<file path="src/frp_pkg.sv">
// Purpose: shared constants, types and code table for the 100M receive/transmit coding block
// Assumes: system clock of 20 MHz; one code bit per accepted symbol
// Notes: code groups are held with the first bit on the line in bit 4
package frp_pkg;
	// clock rate and descrambler watchdog window
	localparam int CLK_MHZ = 20;
	localparam int WIN_US = 40;
	localparam int WIN_CYC = WIN_US * CLK_MHZ;
	localparam logic [9:0] WIN_LAST = 10'(WIN_CYC - 1);
	// run lengths used by lock, idle and delimiter search
	localparam logic [4:0] LOCK_RUN = 5'h1E;
	localparam logic [3:0] IDLE_RUN = 4'hA;
	localparam logic [3:0] SSD_LEAD = 4'h7;
	localparam logic [2:0] SSD_REST = 3'h7;
	// receive buffer
	localparam int FIFO_DEPTH = 32;
	localparam logic [5:0] FIFO_ROOM = 6'h1D;
	// low six bits of the scrambler seed, upper five bits are the port address
	localparam logic [5:0] SEED_LOW = 6'h01;
	// special code groups and nibbles
	localparam logic [4:0] G_IDLE = 5'h1F;
	localparam logic [4:0] G_J = 5'h18;
	localparam logic [4:0] G_K = 5'h11;
	localparam logic [4:0] G_T = 5'h0D;
	localparam logic [4:0] G_R = 5'h07;
	localparam logic [3:0] NIB_SSD = 4'h5;
	localparam logic [3:0] NIB_BAD_SSD = 4'hE;

	typedef enum logic [1:0] {LVL_ZERO, LVL_POS, LVL_NEG} frp_lvl_t;

	typedef struct packed {
		logic dv;
		logic er;
		logic [3:0] d;
	} frp_mii_t;

	// bit 4 set when the group is one of the sixteen data groups
	function automatic logic [4:0] frp_dec(input logic [4:0] g);
		case (g)
			5'h1E: return 5'h10;
			5'h09: return 5'h11;
			5'h14: return 5'h12;
			5'h15: return 5'h13;
			5'h0A: return 5'h14;
			5'h0B: return 5'h15;
			5'h0E: return 5'h16;
			5'h0F: return 5'h17;
			5'h12: return 5'h18;
			5'h13: return 5'h19;
			5'h16: return 5'h1A;
			5'h17: return 5'h1B;
			5'h1A: return 5'h1C;
			5'h1B: return 5'h1D;
			5'h1C: return 5'h1E;
			5'h1D: return 5'h1F;
			default: return 5'h00;
		endcase
	endfunction
endpackage

</file>
<file path="src/frp_pcs.sv">
// Purpose: 100M coding path: tx serialise/NRZI/MLT-3, rx MLT-3/descramble/align/decode to MII
// Assumes: symbols arrive as level strobes in the system clock domain
// Notes: the MII clock is a divided strobe, so one clock edge stands for one symbol slot
`timescale 1ns/1ns
`default_nettype none

module frp_fifo #(parameter int W = 6, parameter int DEPTH = 32) (
	// clock and reset
	input wire logic i_clk,
	input wire logic i_rst_n,
	// fill side
	input wire logic i_valid,
	output logic o_ready,
	input wire logic [W-1:0] i_data,
	// drain side
	output logic o_valid,
	input wire logic i_ready,
	output logic [W-1:0] o_data,
	output logic [$clog2(DEPTH):0] o_count
);
	localparam int AW = $clog2(DEPTH);
	typedef struct packed {
		logic [AW-1:0] wp;
		logic [AW-1:0] rp;
		logic [AW:0] cnt;
	} frp_fifo_st_t;
	frp_fifo_st_t s, n;
	logic [W-1:0] mem [DEPTH];
	logic push, pop;

	// flags come from the count alone, so full and empty are exact
	assign o_ready = (s.cnt != (AW+1)'(DEPTH));
	assign o_valid = (s.cnt != '0);
	assign o_data = mem[s.rp];
	assign o_count = s.cnt;

	// pointer and count update
	always_comb begin
		n = s;
		push = i_valid && o_ready;
		pop = o_valid && i_ready;
		if (push) n.wp = s.wp + 1'h1;
		if (pop) n.rp = s.rp + 1'h1;
		n.cnt = s.cnt + {{AW{1'h0}}, push} - {{AW{1'h0}}, pop};
	end

	always_ff @(posedge i_clk or negedge i_rst_n) begin
		if (!i_rst_n) s <= '0;
		else s <= n;
	end

	// storage, no reset needed
	always_ff @(posedge i_clk) begin
		if (push) mem[s.wp] <= i_data;
	end
endmodule // frp_fifo

// Notes on behaviour
// - serialise tx groups into continuous NRZI stream
// - MLT-3 steps on one, holds on zero
// - rx level change becomes code bit one
// - lock key during idle, then deserialise groups
// - no idle within 40us: abort, relock
// - bypass input skips the descrambler
// - J then K sets group boundary
// - map groups to nibbles, SSD as 0101 0101
// - RX_DV with first SSD nibble onward
// - T R or two idles end frame
// - link fail or no signal drops RX_DV
// - decode bypass in MII mode puts fifth bit on error pin
// - bad group in frame raises RX_ER
// - bad SSD: RX_ER, RXD 1110, no DV
// - RXD changes on falling RX_CLK
// - RX_CLK from recovered or reference tick
// - invalid groups during RX_DV raise error
// - scrambler seed from port address
module frp_pcs
	import frp_pkg::*;
(
	// clock and reset
	input wire logic I_CLK_SYS,
	input wire logic I_RESET_N,
	// transmit groups from the encoder
	input wire logic [4:0] I_TX_GROUP,
	input wire logic I_TX_VALID,
	output logic O_TX_READY,
	// transmit line
	output logic O_TX_NRZI,
	output frp_lvl_t O_TX_MLT3,
	// received levels from clock recovery
	input wire frp_lvl_t I_RX_LEVEL,
	input wire logic I_RX_VALID,
	output logic O_RX_SYM_READY,
	// clock sources for the MII receive clock
	input wire logic I_REC_TICK,
	input wire logic I_REFERENCE_CLOCK_INPUT_TICK,
	// status pins and configuration
	input wire logic I_SIGNAL_PRESENT_FLAG,
	input wire logic I_LINK_FAIL,
	input wire logic [4:0] I_MGMT_PORT_ADDRESS,
	input wire logic I_DESCR_BYPASS,
	input wire logic I_DECODE_ENABLE,
	input wire logic I_MII_MODE,
	// MII receive side
	output logic O_RX_CLK,
	output logic [3:0] O_RXD,
	output logic O_RX_DV,
	output logic O_ERROR_OR_FIFTH_RX_BIT,
	output logic O_CRS
);
	typedef struct packed {
		logic sp1, sp2, lf1, lf2;
		logic [4:0] ad1, ad2;
		logic [1:0] boot;
		logic [10:0] scr;
		logic [4:0] grp;
		logic [2:0] idx;
		logic rdy, nrzi;
		logic [1:0] ph;
		frp_lvl_t lvl, prev;
		logic [10:0] key;
		logic locked;
		logic [4:0] run;
		logic [3:0] ones;
		logic [9:0] win;
		logic [9:0] sh;
		logic hunt;
		logic [2:0] cnt, bitc;
		logic frame, crs, saw_t, saw_i, pend, wr, sym_rdy, rxclk;
		frp_mii_t wdata, out;
	} frp_st_t;
	frp_st_t s, n;
	logic tx_sb, cb, db, rfb, fin, ok, tick, pop, f_valid, f_ready;
	logic [4:0] g, dec;
	logic [5:0] f_cnt;
	frp_mii_t f_data;

	// nibble buffer between decoder and MII; the line cannot stall,
	// so symbol intake is held off while the buffer is nearly full
	frp_fifo #(.W($bits(frp_mii_t)), .DEPTH(FIFO_DEPTH)) u_fifo (
		.i_clk(I_CLK_SYS),
		.i_rst_n(I_RESET_N),
		.i_valid(s.wr),
		.o_ready(f_ready),
		.i_data(s.wdata),
		.o_valid(f_valid),
		.i_ready(pop),
		.o_data(f_data),
		.o_count(f_cnt)
	);

	// all next-state logic
	always_comb begin
		n = s;
		// pin synchronisers
		n.sp1 = I_SIGNAL_PRESENT_FLAG;
		n.sp2 = s.sp1;
		n.lf1 = I_LINK_FAIL;
		n.lf2 = s.lf1;
		n.ad1 = I_MGMT_PORT_ADDRESS;
		n.ad2 = s.ad1;
		ok = s.sp2 && !s.lf2;
		// one scrambled code bit per clock, idle when no group
		tx_sb = s.grp[4] ^ s.scr[10] ^ s.scr[8];
		n.scr = {s.scr[9:0], s.scr[10] ^ s.scr[8]};
		// seed taken once the address has passed the synchroniser
		if (s.boot != 2'h3) begin
			n.boot = s.boot + 2'h1;
			n.scr = {s.ad2, SEED_LOW};
		end
		n.nrzi = s.nrzi ^ tx_sb;
		// step the level only on a one
		if (tx_sb) n.ph = s.ph + 2'h1;
		// phase 0,1,2,3 gives zero, plus, zero, minus
		n.lvl = n.ph[0] ? (n.ph[1] ? LVL_NEG : LVL_POS) : LVL_ZERO;
		n.grp = {s.grp[3:0], 1'h0};
		n.idx = s.idx + 3'h1;
		n.rdy = (s.idx == 3'h3);
		if (s.idx == 3'h4) begin
			n.idx = '0;
			n.grp = I_TX_VALID ? I_TX_GROUP : G_IDLE;
		end
		// receive defaults
		cb = 1'h0;
		db = 1'h0;
		fin = 1'h0;
		g = '0;
		dec = '0;
		rfb = s.key[10] ^ s.key[8];
		n.wr = 1'h0;
		// second SSD nibble one cycle after the first
		if (s.pend) begin
			n.wr = 1'h1;
			n.wdata = '{dv: 1'h1, er: 1'h0, d: NIB_SSD};
			n.pend = 1'h0;
		end
		if (I_RX_VALID && s.sym_rdy) begin
			// a level change is a one
			cb = (I_RX_LEVEL != s.prev);
			n.prev = I_RX_LEVEL;
			db = I_DESCR_BYPASS ? cb : cb ^ rfb;
			if (s.locked) n.key = {s.key[9:0], rfb};
			else begin
				// idle is all ones, so the line bit gives the key
				n.key = {s.key[9:0], ~cb};
				n.run = (cb ^ rfb) ? s.run + 5'h01 : '0;
				n.locked = (cb ^ rfb) && (s.run == LOCK_RUN - 5'h01);
			end
			n.sh = {s.sh[8:0], db};
			n.ones = db ? ((s.ones == IDLE_RUN) ? s.ones : s.ones + 4'h1) : '0;
			g = {s.sh[3:0], db};
			dec = frp_dec(g);
			if (s.frame) begin
				n.bitc = s.bitc + 3'h1;
				if (s.bitc == 3'h4) begin
					n.bitc = '0;
					n.saw_t = 1'h0;
					n.saw_i = 1'h0;
					// delimiters end the frame and write nothing
					if (s.saw_t && g == G_R) fin = 1'h1;
					else if (s.saw_i && g == G_IDLE) fin = 1'h1;
					else if (!s.saw_t && !s.saw_i && g == G_T) n.saw_t = 1'h1;
					else if (!s.saw_t && !s.saw_i && g == G_IDLE) n.saw_i = 1'h1;
					else begin
						n.wr = 1'h1;
						// anything but data flags an error
						n.wdata = '{dv: 1'h1, er: !dec[4] || s.saw_t || s.saw_i, d: dec[3:0]};
						// raw group, fifth bit on the error pin
						if (I_MII_MODE && !I_DECODE_ENABLE) n.wdata = '{dv: 1'h1, er: g[4], d: g[3:0]};
					end
				end
			end else if (s.locked || I_DESCR_BYPASS) begin
				if (s.hunt) begin
					n.cnt = s.cnt - 3'h1;
					if (s.cnt == 3'h1) begin
						n.hunt = 1'h0;
						n.wr = 1'h1;
						// boundary fixed at the end of K
						if ({s.sh[8:0], db} == {G_J, G_K}) begin
							n.frame = 1'h1;
							n.crs = 1'h1;
							n.bitc = '0;
							n.pend = 1'h1;
							n.wdata = '{dv: 1'h1, er: 1'h0, d: NIB_SSD};
						end else begin
							n.wdata = '{dv: 1'h0, er: 1'h1, d: NIB_BAD_SSD};
						end
					end
				// the first zero of J is its third bit
				end else if (!db && s.ones >= SSD_LEAD) begin
					n.hunt = 1'h1;
					n.cnt = SSD_REST;
				end
			end
		end
		if (fin) begin
			n.frame = 1'h0;
			n.crs = 1'h0;
		end
		// watchdog, restarted by every run of idle
		if (!s.locked || s.ones == IDLE_RUN) n.win = '0;
		else if (s.win == WIN_LAST) begin
			n.win = '0;
			n.locked = 1'h0;
			n.run = '0;
			n.frame = 1'h0;
			n.crs = 1'h0;
			n.hunt = 1'h0;
		end else n.win = s.win + 10'h001;
		// lost signal or link aborts and relocks
		if (!ok) begin
			n.locked = 1'h0;
			n.frame = 1'h0;
			n.crs = 1'h0;
			n.hunt = 1'h0;
		end
		// margin of three covers the one-cycle lag of this flag
		n.sym_rdy = f_ready && (f_cnt < FIFO_ROOM);
		tick = s.sp2 ? I_REC_TICK : I_REFERENCE_CLOCK_INPUT_TICK;
		pop = 1'h0;
		if (tick) begin
			n.rxclk = ~s.rxclk;
			// data moves only as the clock falls
			if (s.rxclk) begin
				pop = 1'h1;
				n.out = f_valid ? f_data : '0;
				// valid drops at the next fall, keeping MII timing intact
				if (!ok) n.out.dv = 1'h0;
			end
		end
	end

	always_ff @(posedge I_CLK_SYS or negedge I_RESET_N) begin
		if (!I_RESET_N) s <= '0;
		else s <= n;
	end

	// outputs straight from state
	assign O_TX_READY = s.rdy;
	assign O_TX_NRZI = s.nrzi;
	assign O_TX_MLT3 = s.lvl;
	assign O_RX_SYM_READY = s.sym_rdy;
	assign O_RX_CLK = s.rxclk;
	assign O_RXD = s.out.d;
	assign O_RX_DV = s.out.dv;
	assign O_ERROR_OR_FIFTH_RX_BIT = s.out.er;
	assign O_CRS = s.crs;
endmodule // frp_pcs

`default_nettype wire

</file>
<file path="config.mk">
export PLATFORM = sky130hd
export DESIGN_NAME = frp_pcs
export DESIGN_NICKNAME = d
export VERILOG_FILES = /design/src/frp_pkg.sv /design/src/frp_pcs.sv
export SDC_FILE = /design/constraint.sdc
export NUM_CORES = 1
export LEC_CHECK = 0
export BUFFER_PORTS_ARGS = -buffer_cell sky130_fd_sc_hd__buf_2
export CAP_MARGIN = 5
export CORE_AREA = 5 5 178 180
export CTS_BUF_LIST = sky130_fd_sc_hd__clkbuf_4 sky130_fd_sc_hd__clkbuf_8
export DETAILED_ROUTE_END_ITERATION = 7
export DIE_AREA = 0 0 183 185
export PLACE_DENSITY = 0.64
export SKIP_CTS_REPAIR_TIMING = 1
export SYNTH_ARGS = -nofsm -noshare
export SYNTH_HDL_FRONTEND = slang
export SYNTH_SLANG_ARGS = --single-unit
</file>
<file path="constraint.sdc">
create_clock -name I_CLK_SYS -period 2.7 [get_ports I_CLK_SYS]
set_input_delay 0.54 -clock I_CLK_SYS [delete_from_list [all_inputs] [get_ports I_CLK_SYS]]
set_output_delay 0.54 -clock I_CLK_SYS [all_outputs]
set_load 0.02 [all_outputs]
</file>
==> flow_metrics.tcl <==
set metrics [dict create \
    status "finished, final reports clean" \
    rrSetupSlack_ps 190 \
    dr.first_iter.drc_count 594 \
    synth_fa_ha_area_share_pct 3.164 \
    synth_top_family_by_area "multiplexers" \
    cap_violations 0 \
    clkTransAtPathRegs_ps 60 \
    clockRootBuffer "clkbuf_8" \
    vdd_ir_drop_max_mv 0.6287 \
    ctsHtreeMaxLevel 2 \
    synth_seq_cells 318 \
    die_w_um 183 \
    fmax_ghz 0.3980 \
    critPathRequiredTime_ps 3150 \
    wl_um 25890 \
    hp-start "I_LINK_FAIL" \
    synth_ff_type "edfxtp_1" \
    period_share_pct 93.07 \
    worst_slew_pin_slew_ps 1194 \
    synth.area.top_cells "edfxtp_1, dfrtp_1, mux4_2" \
    crit_path_cell_trace "mux2_2, nand2_1, a31o_2, clkinv_2, ha_1, inv_1, ha_1, inv_1, fa_1, inv_1, a21oi_1, nor2_1, nor2_1, xnor2_1" \
    met3_usage_pct 3.201 \
    hold_slack_ps 85.06 \
    p_leak_nw 6.206 \
    clock-sinks 318 \
    ys_async_sr_fraction_pct 39.62 \
    finalHoldViolations 0 \
    synth_edf_count 192 \
    syn_area_um2 13290 \
    synth_most_common_cell "edfxtp_1" \
    critPathMostFrequentCell "inv_1" \
    port_buffers 35 \
    grt_util_met2_pct 25.11 \
    synth_common_cells "edfxtp_1, dfrtp_1, nand2_1" \
    r2r-start "s[109]$_DFF_PN0_" \
    slew_headroom_pct 20.42 \
    cts_made_buffers 51 \
    use_met1_pct 22.32 \
    grt_busiest_layer "met2" \
    layout-drive-gt1-share_pct 23.72 \
    p_per_area_nw_per_um2 874.7 \
    die_h_um 185 \
    arrival_ps 2960 \
    grt_max_degree 58 \
    max_stage_delay_ps 380 \
    min_path_cells 1 \
    final_util_pct 51.00 \
    setup_tns_ps 0 \
    hold_end "n[107]$_DFF_PN0_" \
    end_kind "flip-flop" \
    grt.total_usage_pct 15.75 \
    synthMuxAreaShare_pct 9.927 \
    yosysSeqAreaShare_pct 67.13 \
    coreArea_um2 30030 \
    syn_to_final_growth_pct 15.27 \
    path_depth 14 \
    route.detailed.wl_per_inst_um 17.81 \
    r2r-end "u_fifo.o_count[4]$_DFF_PN0_" \
    p_total_mw 13.39 \
    clock_latency_ps 590 \
    cp_slowest_cell "fa_1" \
    detailroute.via_count 7577 \
    antenna_found_initial 0 \
    cts_tree "built" \
    slew_violations 0 \
    place_congestion 0.8113 \
    synthCells 913 \
    grt_pass1_wl_um 42380 \
    synth_nets 969 \
    yosys.area.top_type "edfxtp_1" \
    instances_no_fill 1454 \
    crit_family "adder cells" \
    rows 64 \
    syn_avg_cell_area_um2 14.55 \
    synthXorXnorAreaFrac_pct 2.373 \
    finClkSkew_ps 50.05 \
    drc 0 \
    final-setup-viol-count 0 \
    path_buf_inv 4 \
    hp-class "in -> reg" \
    dr.pass1.iters 5 \
    diodes 0 \
    dp_hpwl_um 16760 \
    crit_path_start_kind "flip-flop" \
    cp_max_fo 3 \
    cts_buffer_depth 3 \
    yosys_warnings 0 \
    worst-r2r-cell-count 14 \
    routed_via_density 5.211 \
    die-area_um2 33860 \
    synthSimpleGateAreaFrac_pct 9.484 \
    place_inst 1363 \
    ys_types 62 \
    ioPinCount 36 \
    grt_pass1_vias 7689 \
    grt-ovfl-total 0 \
    initial_core_util_pct 44.24 \
    rsz0062_at_grt "no" \
    netlist.area_leader.share_pct 43.40 \
    crit_type "reg -> reg" \
    finalNetCount 1077 \
    min_period_ps 2513 \
    synth-compound-area-share_pct 5.406 \
    antenna_left 0 \
]
per-layer routing:
layer / share of wire (%) / vias up / routed length (um)
met3: 5.0 / 35 / 1291
li1: - / 3589 / -
met1: 46 / 3751 / 11810
met4: 1.5 / 0 / 392
met5: 0 / - / 0
met2: 48 / 202 / 12390
state kept, by name (all words and copies together) (netlist names):
| register | flops |
|---|---|
| u_fifo.mem | 192 |
| O_TX_READY | 1 |
| u_fifo.s | 10 |
| s | 90 |
| O_RX_SYM_READY | 1 |
| O_RX_CLK | 1 |
| u_fifo.o_count | 6 |
| O_RX_DV | 1 |
| O_TX_NRZI | 1 |
| O_ERROR_OR_FIFTH_RX_BIT | 1 |
| O_RXD | 4 |
| O_TX_MLT3 | 2 |
| n | 7 |
| O_CRS | 1 |
layout by cell type, fill, tap and decap left out, types with 21 or more instances in the layout:
cell	Yosys	routed
edfxtp_1	192	192
dfrtp_1	126	124
nand2_1	101	101
nor2_1	75	75
buf_4	9	61
clkbuf_8	0	58
mux4_2	44	44
buf_2	12	34
ha_1	32	32
inv_1	29	29
o21ai_0	28	28
a21oi_1	27	27
nand3_1	23	23
xnor2_1	21	21
final cells by class:
class	instances	area, um2
flip-flops and latches	318	8921
clock buffers	75	925.9
well taps	396	495.5
repair buffers	99	689.4
multi-input cells	521	4033
fillers	2504	14720
inverters	30	113.9
clock inverters	15	135.1
power breakdown:
group          internal [mW]  total, mW  switching, mW
Combinational           1.33       2.98           1.65
Clock                   2.40       4.24           1.85
Sequential              5.65       6.17          0.519
stage by stage:
stage	worst slack, ps	cell area, um2
2_1_floorplan	66.82	13290
3_3_place_gp	45.85	14240
3_5_place_dp	14.07	14240
4_1_cts	181.1	15300
5_1_grt	5.096	15310
6_report	187.2	15310
worst max path at each step:
stage | from | endpoint | slack, ps
global route | s[109]$_DFF_PN0_ | u_fifo.o_count[4]$_DFF_PN0_ | 5
floorplan | I_REC_TICK | u_fifo.o_count[4]$_DFF_PN0_ | 70
finish | s[109]$_DFF_PN0_ | u_fifo.o_count[4]$_DFF_PN0_ | 190
detailed placement | I_REC_TICK | u_fifo.o_count[4]$_DFF_PN0_ | 10
global placement | I_REC_TICK | u_fifo.o_count[4]$_DFF_PN0_ | 50
CTS | s[109]$_DFF_PN0_ | u_fifo.o_count[4]$_DFF_PN0_ | 180
cells by family after synthesis:
| kind of cell | Yosys count |
|---|---|
| xor gates and xnor gates | 36 |
| DFF | 318 |
| buffers and inverters | 74 |
| muxes | 69 |
| AOI/OAI and AO/OA | 109 |
| and+or+nand+nor | 274 |
| adders and majority gates | 33 |
Note: power is estimated with default switching activity, not from simulation.
